$ cat src/core/flash_opt_pkg.sv
// Package with register map, field positions and types for the flash option block
package flash_opt_pkg;
    localparam int          ADDR_W          = 16;
    // Register offsets on the plain register port
    localparam logic [15:0] OFS_OPTION      = 16'h0000;
    localparam logic [15:0] OFS_CONFIG      = 16'h0001;
    localparam logic [15:0] OFS_PROTECT     = 16'h0002;
    localparam logic [15:0] OFS_STATUS      = 16'h0003;
    // Key window addresses
    localparam logic [15:0] KEY_BASE        = 16'hFFB0;
    localparam logic [15:0] KEY_LAST        = 16'hFFB7;
    localparam int          KEY_BYTES       = 8;
    // Option fields
    localparam int          OPT_BACKDOOR    = 7;
    localparam int          OPT_NOREDIR     = 6;
    localparam logic [7:0]  OPT_IMPL_MASK   = 8'hC3;
    localparam logic [1:0]  SEC_UNSECURED   = 2'h2;
    // Configuration fields
    localparam logic [7:0]  CFG_IMPL_MASK   = 8'hE0;
    localparam int          CFG_KEY_STEER   = 5;
    // Protection fields
    localparam int          PROT_DISABLE    = 0;
    // Status fields
    localparam int          STAT_VIOL       = 5;
    localparam logic [7:0]  ZERO8           = 8'h00;

    typedef struct packed {
        logic                   wrEn;
        logic                   rdEn;
        logic [ADDR_W-1:0]      addr;
        logic [7:0]             wdata;
    } bus_req_t;

    typedef struct packed {
        logic                   valid;
        logic                   massErase;
        logic [6:0]             page;
    } flash_cmd_t;
endpackage

$ cat src/core/flash_option_protect_regs.sv
// Flash option, configuration, security and protection register block
//
// Local design decisions: the plain strobed port and the address map.
`timescale 1ns/100ps
module flash_option_protect_regs
    import flash_opt_pkg::*;
#(
    parameter int PAGE_W = 7
) (
    input  wire logic                        clk,
    input  wire logic                        srst,
    input  wire logic [7:0]                  nonvolatileOptionByte,
    input  wire logic [7:0]                  nonvolatileProtectByte,
    input  wire logic [63:0]                 storedBackdoorKey,
    input  wire flash_opt_pkg::bus_req_t     busReq,
    input  wire logic                        busFromDebug,
    output logic [7:0]                       rdata,
    input  wire logic                        cmdStart,
    input  wire logic                        cmdMassErase,
    input  wire logic [PAGE_W-1:0]           cmdPage,
    output flash_opt_pkg::flash_cmd_t        cmdOut,
    input  wire logic                        memAccessReq,
    output logic                             memAccessGrant,
    output logic                             secure,
    output logic                             vectorRedirectDisable
);
    import flash_opt_pkg::*;

    logic [7:0]                 optionShadowReg;
    logic [7:0]                 configReg;
    logic [7:0]                 protectReg;
    logic                       violationFlag;
    logic                       forcedUnsecure;
    logic [KEY_BYTES*8-1:0]     keyCapture;
    logic [KEY_BYTES-1:0]       keyValid;
    logic                       keyMismatch;
    logic                       inKeyWindow;
    logic                       wrOption;
    logic                       wrProtect;
    logic                       wrStatus;
    logic                       keyWrite;
    logic                       protectDisable;
    logic                       boundaryGrows;
    logic                       pageProtected;
    logic                       anyProtected;
    logic                       violation;
    logic [1:0]                 securityCode;
    logic [7:0]                 next_protect;
    logic [2:0]                 keyIndex;
    logic [7:0]                 optionLoad;
    logic                       backdoorEnable;
    logic                       wrConfig;
    logic                       keySteer;
    logic                       steerClearing;
    logic                       keyComplete;
    logic [KEY_BYTES-1:0]       keyByteMatch;
    logic                       unlockRequest;
    logic                       unlockAllowed;
    logic [6:0]                 boundary;
    logic [6:0]                 newBoundary;
    logic [7:0]                 userProtect;
    logic [7:0]                 debugProtect;
    logic                       massRefused;
    logic                       pageRefused;
    logic                       clearViolation;
    logic                       cmdAccepted;
    logic [7:0]                 statusView;
    logic [7:0]                 next_rdata;

    // Address decode for the plain register port
    assign inKeyWindow = busReq.addr >= KEY_BASE && busReq.addr <= KEY_LAST;
    assign wrOption    = busReq.wrEn && busReq.addr == OFS_OPTION;
    assign wrConfig    = busReq.wrEn && busReq.addr == OFS_CONFIG;
    assign wrProtect   = busReq.wrEn && busReq.addr == OFS_PROTECT;
    assign wrStatus    = busReq.wrEn && busReq.addr == OFS_STATUS;
    assign keyIndex    = busReq.addr[2:0];

    // Steering decode; dropping the steer bit is also the compare trigger
    assign keySteer      = configReg[CFG_KEY_STEER];
    assign steerClearing = wrConfig && !busReq.wdata[CFG_KEY_STEER];

    // Option image as seen on the bus: unused bits forced low
    assign optionLoad = nonvolatileOptionByte & OPT_IMPL_MASK;

    // Option shadow: copied while reset is held, frozen until the next reset.
    // Loading during reset keeps security valid from the first cycle after it.
    always_ff @(posedge clk) begin
        if (srst) begin
            optionShadowReg <= optionLoad;
        end else if (wrOption) begin
            optionShadowReg <= optionShadowReg;
        end else begin
            optionShadowReg <= optionShadowReg;
        end
    end

    // Option fields used by the security logic
    assign backdoorEnable        = optionShadowReg[OPT_BACKDOOR];
    assign vectorRedirectDisable = optionShadowReg[OPT_NOREDIR];

    // Configuration: upper three bits writable at any time, the rest stay low
    always_ff @(posedge clk) begin
        if (srst) begin
            configReg <= ZERO8;
        end else if (wrConfig) begin
            configReg <= busReq.wdata & CFG_IMPL_MASK;
        end else begin
            configReg <= configReg;
        end
    end

    // Boundary fields of the current and the requested protection value
    assign boundary       = protectReg[7:1];
    assign newBoundary    = busReq.wdata[7:1];
    assign protectDisable = protectReg[PROT_DISABLE];

    // Lower boundary means a larger protected upper region
    assign boundaryGrows  = newBoundary < boundary;

    // Candidate values; the disable bit itself is only writable while set
    assign userProtect  = {newBoundary, protectReg[PROT_DISABLE]};
    assign debugProtect = {newBoundary, protectReg[PROT_DISABLE]};

    // Protection write filter: while the disable bit is clear, user writes may only grow the protected region
    always_comb begin
        next_protect = protectReg;
        if (wrProtect) begin
            if (protectDisable) begin
                next_protect = busReq.wdata;
            end else if (busFromDebug) begin
                next_protect = debugProtect;
            end else if (boundaryGrows) begin
                next_protect = userProtect;
            end else begin
                next_protect = protectReg;
            end
        end
    end

    // Protection register; the load holds during reset so it is valid at release
    always_ff @(posedge clk) begin
        if (srst) begin
            protectReg <= nonvolatileProtectByte;
        end else begin
            protectReg <= next_protect;
        end
    end

    // Key bytes from non-debug firmware writes only, secure or not, while steering selects key writes.
    // Debug writes never reach the slots, so a host cannot plant a key.
    assign keyWrite = busReq.wrEn && inKeyWindow && keySteer
                      && !busFromDebug;

    // Per-byte key slots; each slot owns one address of the key window
    generate
        for (genvar g = 0; g < KEY_BYTES; g++) begin : g_key_slot
            always_ff @(posedge clk) begin
                if (srst) begin
                    keyValid[g]          <= 1'b0;
                    keyCapture[g*8 +: 8] <= ZERO8;
                end else if (keyWrite && keyIndex == 3'(g)) begin
                    keyValid[g]          <= 1'b1;
                    keyCapture[g*8 +: 8] <= busReq.wdata;
                end else if (steerClearing) begin
                    keyValid[g]          <= 1'b0;
                end
            end

            // Slot compare against the stored key byte of the same position
            assign keyByteMatch[g] = keyCapture[g*8 +: 8] == storedBackdoorKey[g*8 +: 8];
        end
    endgenerate

    // Whole key present and equal in address order
    assign keyComplete   = &keyValid;
    assign keyMismatch   = !(&keyByteMatch);
    assign unlockRequest = steerClearing && keySteer && keyComplete && !keyMismatch;
    assign unlockAllowed = unlockRequest && backdoorEnable;

    // Successful compare unsecures only while the backdoor option bit is set; sticky until the next reset
    always_ff @(posedge clk) begin
        if (srst) begin
            forcedUnsecure <= 1'b0;
        end else if (unlockAllowed) begin
            forcedUnsecure <= 1'b1;
        end else begin
            forcedUnsecure <= forcedUnsecure;
        end
    end

    // Effective security code; a key match overrides the loaded code
    assign securityCode = forcedUnsecure ? SEC_UNSECURED : optionShadowReg[1:0];

    // Only one code pattern (10) is open, but a single flipped bit from 00 or 11 still reaches it and unsecures
    assign secure       = securityCode != SEC_UNSECURED;

    // Memory gate for debug accesses while secure
    assign memAccessGrant = memAccessReq && !(secure && busFromDebug);

    // Protection check on commands; page above the boundary is protected
    assign pageProtected = !protectDisable && cmdPage > boundary;
    assign anyProtected  = !protectDisable;
    assign massRefused   = cmdMassErase && anyProtected;
    assign pageRefused   = !cmdMassErase && pageProtected;
    assign violation     = cmdStart && (massRefused || pageRefused);

    // A command passes when it is clean and the key window is not steered away
    assign cmdAccepted = cmdStart && !violation && !keySteer;

    // Command strobe toward the sequencer; violating commands are dropped
    always_ff @(posedge clk) begin
        if (srst) begin
            cmdOut.valid <= 1'b0;
        end else begin
            cmdOut.valid <= cmdAccepted;
        end
    end

    // Command kind travels beside the strobe
    always_ff @(posedge clk) begin
        if (srst) begin
            cmdOut.massErase <= 1'b0;
        end else begin
            cmdOut.massErase <= cmdMassErase;
        end
    end

    // Target page travels beside the strobe
    always_ff @(posedge clk) begin
        if (srst) begin
            cmdOut.page <= '0;
        end else begin
            cmdOut.page <= cmdPage;
        end
    end

    // Write-one clear of the violation flag
    assign clearViolation = wrStatus && busReq.wdata[STAT_VIOL];

    // Violation flag: set wins over write-one clear so no event is lost
    always_ff @(posedge clk) begin
        if (srst) begin
            violationFlag <= 1'b0;
        end else if (violation) begin
            violationFlag <= 1'b1;
        end else if (clearViolation) begin
            violationFlag <= 1'b0;
        end else begin
            violationFlag <= violationFlag;
        end
    end

    // Status view: only the violation flag lives in this block
    always_comb begin
        statusView            = ZERO8;
        statusView[STAT_VIOL] = violationFlag;
    end

    // Read mux; unmapped offsets read zero
    always_comb begin
        next_rdata = ZERO8;
        if (busReq.rdEn) begin
            case (busReq.addr)
                OFS_OPTION: begin
                    next_rdata = optionShadowReg;
                end
                OFS_CONFIG: begin
                    next_rdata = configReg;
                end
                OFS_PROTECT: begin
                    next_rdata = protectReg;
                end
                OFS_STATUS: begin
                    next_rdata = statusView;
                end
                default: begin
                    next_rdata = ZERO8;
                end
            endcase
        end
    end

    // Read data register: valid only in the cycle after the read strobe
    always_ff @(posedge clk) begin
        if (srst) begin
            rdata <= ZERO8;
        end else begin
            rdata <= next_rdata;
        end
    end

    // Unused inputs of this block are none; every port above is consumed.
    // Key slots clear when steering drops, so a half-written key never lingers
    // into the next attempt; the compare uses the slots before they clear.
    // The option shadow never follows the nonvolatile byte outside reset, so
    // reprogramming that byte has no effect until the next reset.
    // Debug writes to the protection boundary bypass the grow-only filter,
    // which lets a host unprotect every page, though a whole-array erase stays refused while the disable bit is clear.
    // The disable bit cannot be set by a user write once cleared; only a
    // reset with bit 0 of the nonvolatile byte set brings it back.
    // The violation flag and the command strobe are judged in one cycle,
    // so the sequencer never sees a command that raised the flag.
endmodule // flash_option_protect_regs

$ cat config.mk
export PLATFORM = sky130hd
export DESIGN_NAME = flash_option_protect_regs
export DESIGN_NICKNAME = d
export VERILOG_FILES = /design/src/core/flash_opt_pkg.sv /design/src/core/flash_option_protect_regs.sv
export SDC_FILE = /design/constraint.sdc
export NUM_CORES = 1
export LEC_CHECK = 0
export ABC_AREA = 1
export CAP_MARGIN = 20
export CORE_ASPECT_RATIO = 1.4
export CORE_MARGIN = 5
export CORE_UTILIZATION = 34
export DETAILED_ROUTE_END_ITERATION = 7
export DONT_BUFFER_PORTS = 1
export PLACE_DENSITY = 0.57
export SLEW_MARGIN = 40
export SYNTH_ARGS = -nofsm -noshare
export SYNTH_HDL_FRONTEND = slang
export SYNTH_SLANG_ARGS = --single-unit
$ cat constraint.sdc
create_clock -name clk -period 2.6 [get_ports clk]
set_clock_uncertainty 0.05 [all_clocks]
set_input_delay 0.52 -clock clk [delete_from_list [all_inputs] [get_ports clk]]
set_output_delay 0.52 -clock clk [all_outputs]
set_load 0.01 [all_outputs]
# Word-level counts from Yosys, hierarchy flattened
# Index checks and enable logic that the tools add are counted.
[word_totals]
ff_bits = 106
latch_bits = 0
mem_bits_rw = 0
romBits = 0
inputBits = 119
out_inout_bits = 20
word_cells = 122
memories = 0
[classes]
addsub = 0
n_mul = 0
div_mod_pow = 0
order_cmp = 4
n_eq_ne = 19
n_shift = 0
n_mux = 18
bitwise_logic = 1
reduce_logical = 54
[ops]
columns = ["operator", "n"]
rows = [
  ["equality test 8 bit", 8],
  ["two-way mux 8 bit", 5],
  ["equality test 16 x 2 -> 1 bit (second input constant)", 2],
  ["case mux 8 bit (4 select lines)", 1],
  ["logical AND 1 bit", 29],
  ["nonzero test 2 bit", 10],
  ["equality test 16 x 1 -> 1 bit (second input constant)", 1],
  ["greater-or-equal comparator 16 bit (second input constant)", 1],
  ["less-or-equal comparator 16 bit (second input constant)", 1],
  ["logical NOT 16 bit", 1],
  ["AND reduction 8 bit", 2],
  ["equality test 3 bit (second input constant)", 4],
  ["two-way mux 1 bit", 11],
  ["greater-than comparator 7 bit", 1],
  ["logical NOT 1 bit", 7],
  ["less-than comparator 7 bit", 1],
  ["equality test 3 x 2 -> 1 bit (second input constant)", 2],
  ["nonzero test 4 bit", 1],
  ["equality test 3 x 1 -> 1 bit (second input constant)", 1],
  ["logical NOT 3 bit", 1],
  ["two-way mux 2 bit", 1],
  ["inequality test 2 bit (second input constant)", 1],
  ["AND reduction 2 bit", 1],
  ["OR reduction 2 bit", 1],
  ["2 further kinds", 2],
]

# Depth between registers and ports, before layout
[logic_depth]
ltp_word = 8
mapped_depth = 10
depth_no_buf = 10

# Least setup slack after synthesis
# OpenSTA, ideal clock, no wires.
[synth_timing]
path_kind = "input port to flip-flop"
start = "in busReq[10] (netlist name)"
end = "reg protectReg[1], enable pin"
setup_ns = 0.319
arrival_ns = 1.609
required_time_ns = 2.231
slack_ns = 0.622
cell_stages = 7
n_path_buf = 1
cell_sequence = "buf_6 -> or2_2 -> nor2_1 -> nand3_1 -> o21ai_0 -> nand2_1 -> inv_1"
[synth_between]
elab_chain_cells = 4
[synth_lines]
columns = ["element", "line_no", "source"]
rows = [
  ["start, declared", "flash_option_protect_regs.sv:15", "input wire flash_opt_pkg::bus_req_t busReq,"],
  ["equality test 16 x 2 -> 1 bit", "flash_option_protect_regs.sv:74", "assign wrProtect = busReq.wrEn && busReq.addr == OFS_PROTECT;"],
  ["logical AND 1 bit", "flash_option_protect_regs.sv:74", ""],
  ["nonzero test 2 bit (no line)", "-", ""],
  ["AND reduction 2 bit (no line)", "-", ""],
  ["end signal, assigned", "flash_option_protect_regs.sv:143", "protectReg <= nonvolatileProtectByte;"],
  ["end signal, assigned", "flash_option_protect_regs.sv:145", "protectReg <= next_protect;"],
  ["end, declared", "flash_option_protect_regs.sv:31", "logic [7:0] protectReg;"],
]
# No other way between the ends.
# A chain may end at the register's enable or synchronous reset.

# Final worst setup path
[layout_timing]
start = "reg optionShadowReg[1]"
end = "out memAccessGrant"
[layout_between]
elab_chain_cells = 5
[layout_lines]
columns = ["element", "line_no", "source"]
rows = [
  ["start, declared", "flash_option_protect_regs.sv:29", "logic [7:0] optionShadowReg;"],
  ["start signal, assigned", "flash_option_protect_regs.sv:89", "optionShadowReg <= optionLoad;"],
  ["start signal, assigned", "flash_option_protect_regs.sv:91", "optionShadowReg <= optionShadowReg;"],
  ["start signal, assigned", "flash_option_protect_regs.sv:93", "optionShadowReg <= optionShadowReg;"],
  ["two-way mux 2 bit", "flash_option_protect_regs.sv:192", "assign securityCode = forcedUnsecure ? SEC_UNSECURED : optionShadowReg[1:0];"],
  ["inequality test 2 bit", "flash_option_protect_regs.sv:195", "assign secure = securityCode != SEC_UNSECURED;"],
  ["net secure", "flash_option_protect_regs.sv:24", "output logic secure,"],
  ["logical AND 1 bit", "flash_option_protect_regs.sv:198", "assign memAccessGrant = memAccessReq && !(secure && busFromDebug);"],
  ["logical NOT 1 bit", "flash_option_protect_regs.sv:198", ""],
  ["logical AND 1 bit", "flash_option_protect_regs.sv:198", ""],
  ["end, declared", "flash_option_protect_regs.sv:23", "output logic memAccessGrant,"],
]
# The timed path passes the listed nets, and every way through them passes these cells.

==> out/qor.csv <==
metric,value,unit
place.gp.congestion,0.802,
drv_cap,0,
worst_slack,0.653,ns
drtAntennaViolNets,0,
path_clk_slew,0.07,ns
setup_tns,0,ns
leakage,0.00319,µW
syn-num-nets,1030,
worstMarginPinSlew,0.545,ns
hold_path_startpoint,srst,
cp_data_required_time,2.03,ns
grt.total_usage,0.167,
num_vias,4914,
ys_seq_elements,106,
relSlewSlack,0.634,
dpl.hpwl,12300,µm
layout.nets,1023,
drc,0,
cp-start-kind,flip-flop,
r2r_cells,8,
ir_drop,0.000332,V
cts_max_level,3,
post_cts_resize_count,0,
die_height,164,µm
min_period_over_period,0.749,
io-pin-count,139,
whs_endpoint,cmdOut[7],
grt_max_degree,74,
switching_share,0.240,
hold_viol_final,0,
dpl_cell_area,5870,µm²
finalSetupViolations,0,
drive_gt1_frac,0.0558,
synth_xor_area_frac,0.0183,
post-route-min-period,1.95,ns
seqPwrFrac,0.523,
reg2reg_slack,0.69,ns
clk_latency,0.35,ns
initial_core_util,0.345,
gr-total-overflow,0,
multi_input_area,2770,µm²
preCtsSetupSlack,0.432,ns
netlist_area,5750,µm²
grt_first_pass_wirelength,25000,µm
reg2reg_from,configReg[5],
antenna_cells,0,
finalCoreUtilization,0.369,
arrival,1.38,ns
path_max_fanout,2,
regArea,2240,µm²
synth.avg_cell_area,6.40,µm²
hp-class,in2reg,
final.fill_count,1846,
p_switching,779,µW
routed_via_density,4.47,
cts_tree,built,
cts_setup_buffers,0,
fmax,514,MHz
yosysWarnings,0,
drt_iter0_drc,301,
cts_hold_buf,0,
setup.worst_path.class,reg2out,
rsz0062_at_grt,no,
min_path_cells,1,
seq_area_frac_synth,0.390,
clock_sink_count,106,
fp.dieArea,19600,µm²
synth_mux_area_frac,0,
p_clk_frac,0.416,
core-area,16700,µm²
rr_endpoint,keyCapture[13],
area.growth.synth_to_final,7.16,%
outcome,"finished, final reports clean",
p_int,2460,µW
first_pass_iters,4,
root_buffer,clkbuf_16,
dieWidth,120,µm
clock_path_buffers,2,
cts_buffers,9,
row_count,56,
total_power,3240,µW
netlist-cell-type-count,30,
antenna_found_initial,0,
yosys.area_share.simple,0.380,
cp-end-kind,primary output,
synth_top_family_by_area,simple AND/OR/NAND/NOR gates,
stdcell_area,6160,µm²
routedWlPerCell,14.8,µm
synth_cells,898,
power.density,526,nW/µm²
io_buffers,0,
synthAdderAreaFrac,0.0283,
slew_violations,0,
grt_pass1_vias,4650,
finalWirelength,16300,µm
p_comb_frac,0.061,
synth_compound_area_frac,0.0553,
[placed cells by master, fill, tap and decap left out, types with 9 or more instances in the layout]
cell type  instances
a21oi_1           22
buf_4              9
clkbuf_16          9
dfxtp_1           94
edfxtp_1          12
ha_1              13
inv_1            135
nand2_1          304
nand3_1           11
nand3_2            9
nor2_1           190
o21ai_0           35
[how the worst max path moves through the flow]
stage | startpoint | to | slack [ns] | cells after the start
floorplan | busReq[10] | protectReg[1] | 0.62 | 7
detailed placement | busReq[11] | protectReg[3] | 0.43 | 6
CTS | optionShadowReg[1] | memAccessGrant | 0.63 | 4
finish | optionShadowReg[1] | memAccessGrant | 0.65 | 4
global route | configReg[5] | keyCapture[9] | 0.48 | 7
global placement | busReq[22] | protectReg[3] | 0.45 | 7
[power by group through the flow]
stage / clock (µW) / combinational [µW] / sequential, µW
2_1_floorplan: 0 / 185 / 1730
6_report: 1350 / 197 / 1690
3_3_place_gp: 0 / 198 / 1730
3_5_place_dp: 0 / 201 / 1730
4_1_cts: 1390 / 202 / 1690
5_1_grt: 1450 / 235 / 1700
[flip-flops by register name (all words and copies together) (netlist names)]
name             flops
keyCapture          64
cmdOut               9
keyValid             8
protectReg           8
rdata                8
optionShadowReg      4
configReg            3
forcedUnsecure       1
violationFlag        1
[kinds of logic after synthesis]
group                      Yosys count
AOI/OAI and AO/OA                   61
xor gates and xnor gates            12
adders and majority gates           13
buffers and inverters              165
DFF                                106
and+or+nand+nor                    541
[critical path, cell delays in order, from the launching register on]
cell and delay [ns]:
edfxtp_1 0.39, o21ai_0 0.41, nand2_1 0.09, nand2_1 0.07, inv_1 0.06
[routing by layer]
metal | global-route usage | routed length (µm) | share of wire
met5 | 0 | 0 | 0
met3 | 0.0503 | 1210 | 0.074
met4 | 0.0500 | 247 | 0.015
met2 | 0.306 | 8320 | 0.51
met1 | 0.184 | 6500 | 0.40
[synthesized netlist by cell type]
master | number | area [µm²]
clkbuf_1 | 8 | 30.0
nor3_4 | 1 | 16.3
buf_1 | 4 | 15.0
nor3_1 | 8 | 40.0
ha_1 | 13 | 163
buf_4 | 2 | 15.0
nor3b_2 | 1 | 12.5
nor2_1 | 190 | 713
edfxtp_1 | 12 | 360
buf_2 | 1 | 5.00
dfxtp_1 | 94 | 1880
or2_2 | 1 | 6.26
xor2_1 | 5 | 43.8
inv_2 | 1 | 3.75
clkbuf_8 | 4 | 55.1
a22oi_1 | 1 | 7.51
nand2_2 | 7 | 43.8
inv_1 | 136 | 510
nand4_1 | 6 | 37.5
o21ai_0 | 35 | 175
a21oi_1 | 22 | 110
nand3_2 | 9 | 90.1
nand3_4 | 1 | 17.5
nand2_1 | 304 | 1140
nand3_1 | 11 | 55.1
buf_6 | 9 | 101
o221ai_1 | 2 | 17.5
xnor2_1 | 7 | 61.3
nor2_2 | 2 | 12.5
o211ai_1 | 1 | 7.51
[metrics by stage]
step	cells	hold slack (ns)
5_1_grt	1099	0.169
2_1_floorplan	898	0.379
3_3_place_gp	1083	0.392
3_5_place_dp	1083	0.399
4_1_cts	1099	0.171
6_report	1099	0.187
[cell type report]
type	instances	share of cell area
flip-flops and latches	106	0.364
repair buffers	10	0.0142
clock inverters	5	0.00630
multi-input cells	627	0.450
well taps	203	0.0412
inverters	137	0.0835
clock buffers	11	0.0410
Power figures use the tool's default switching activity.
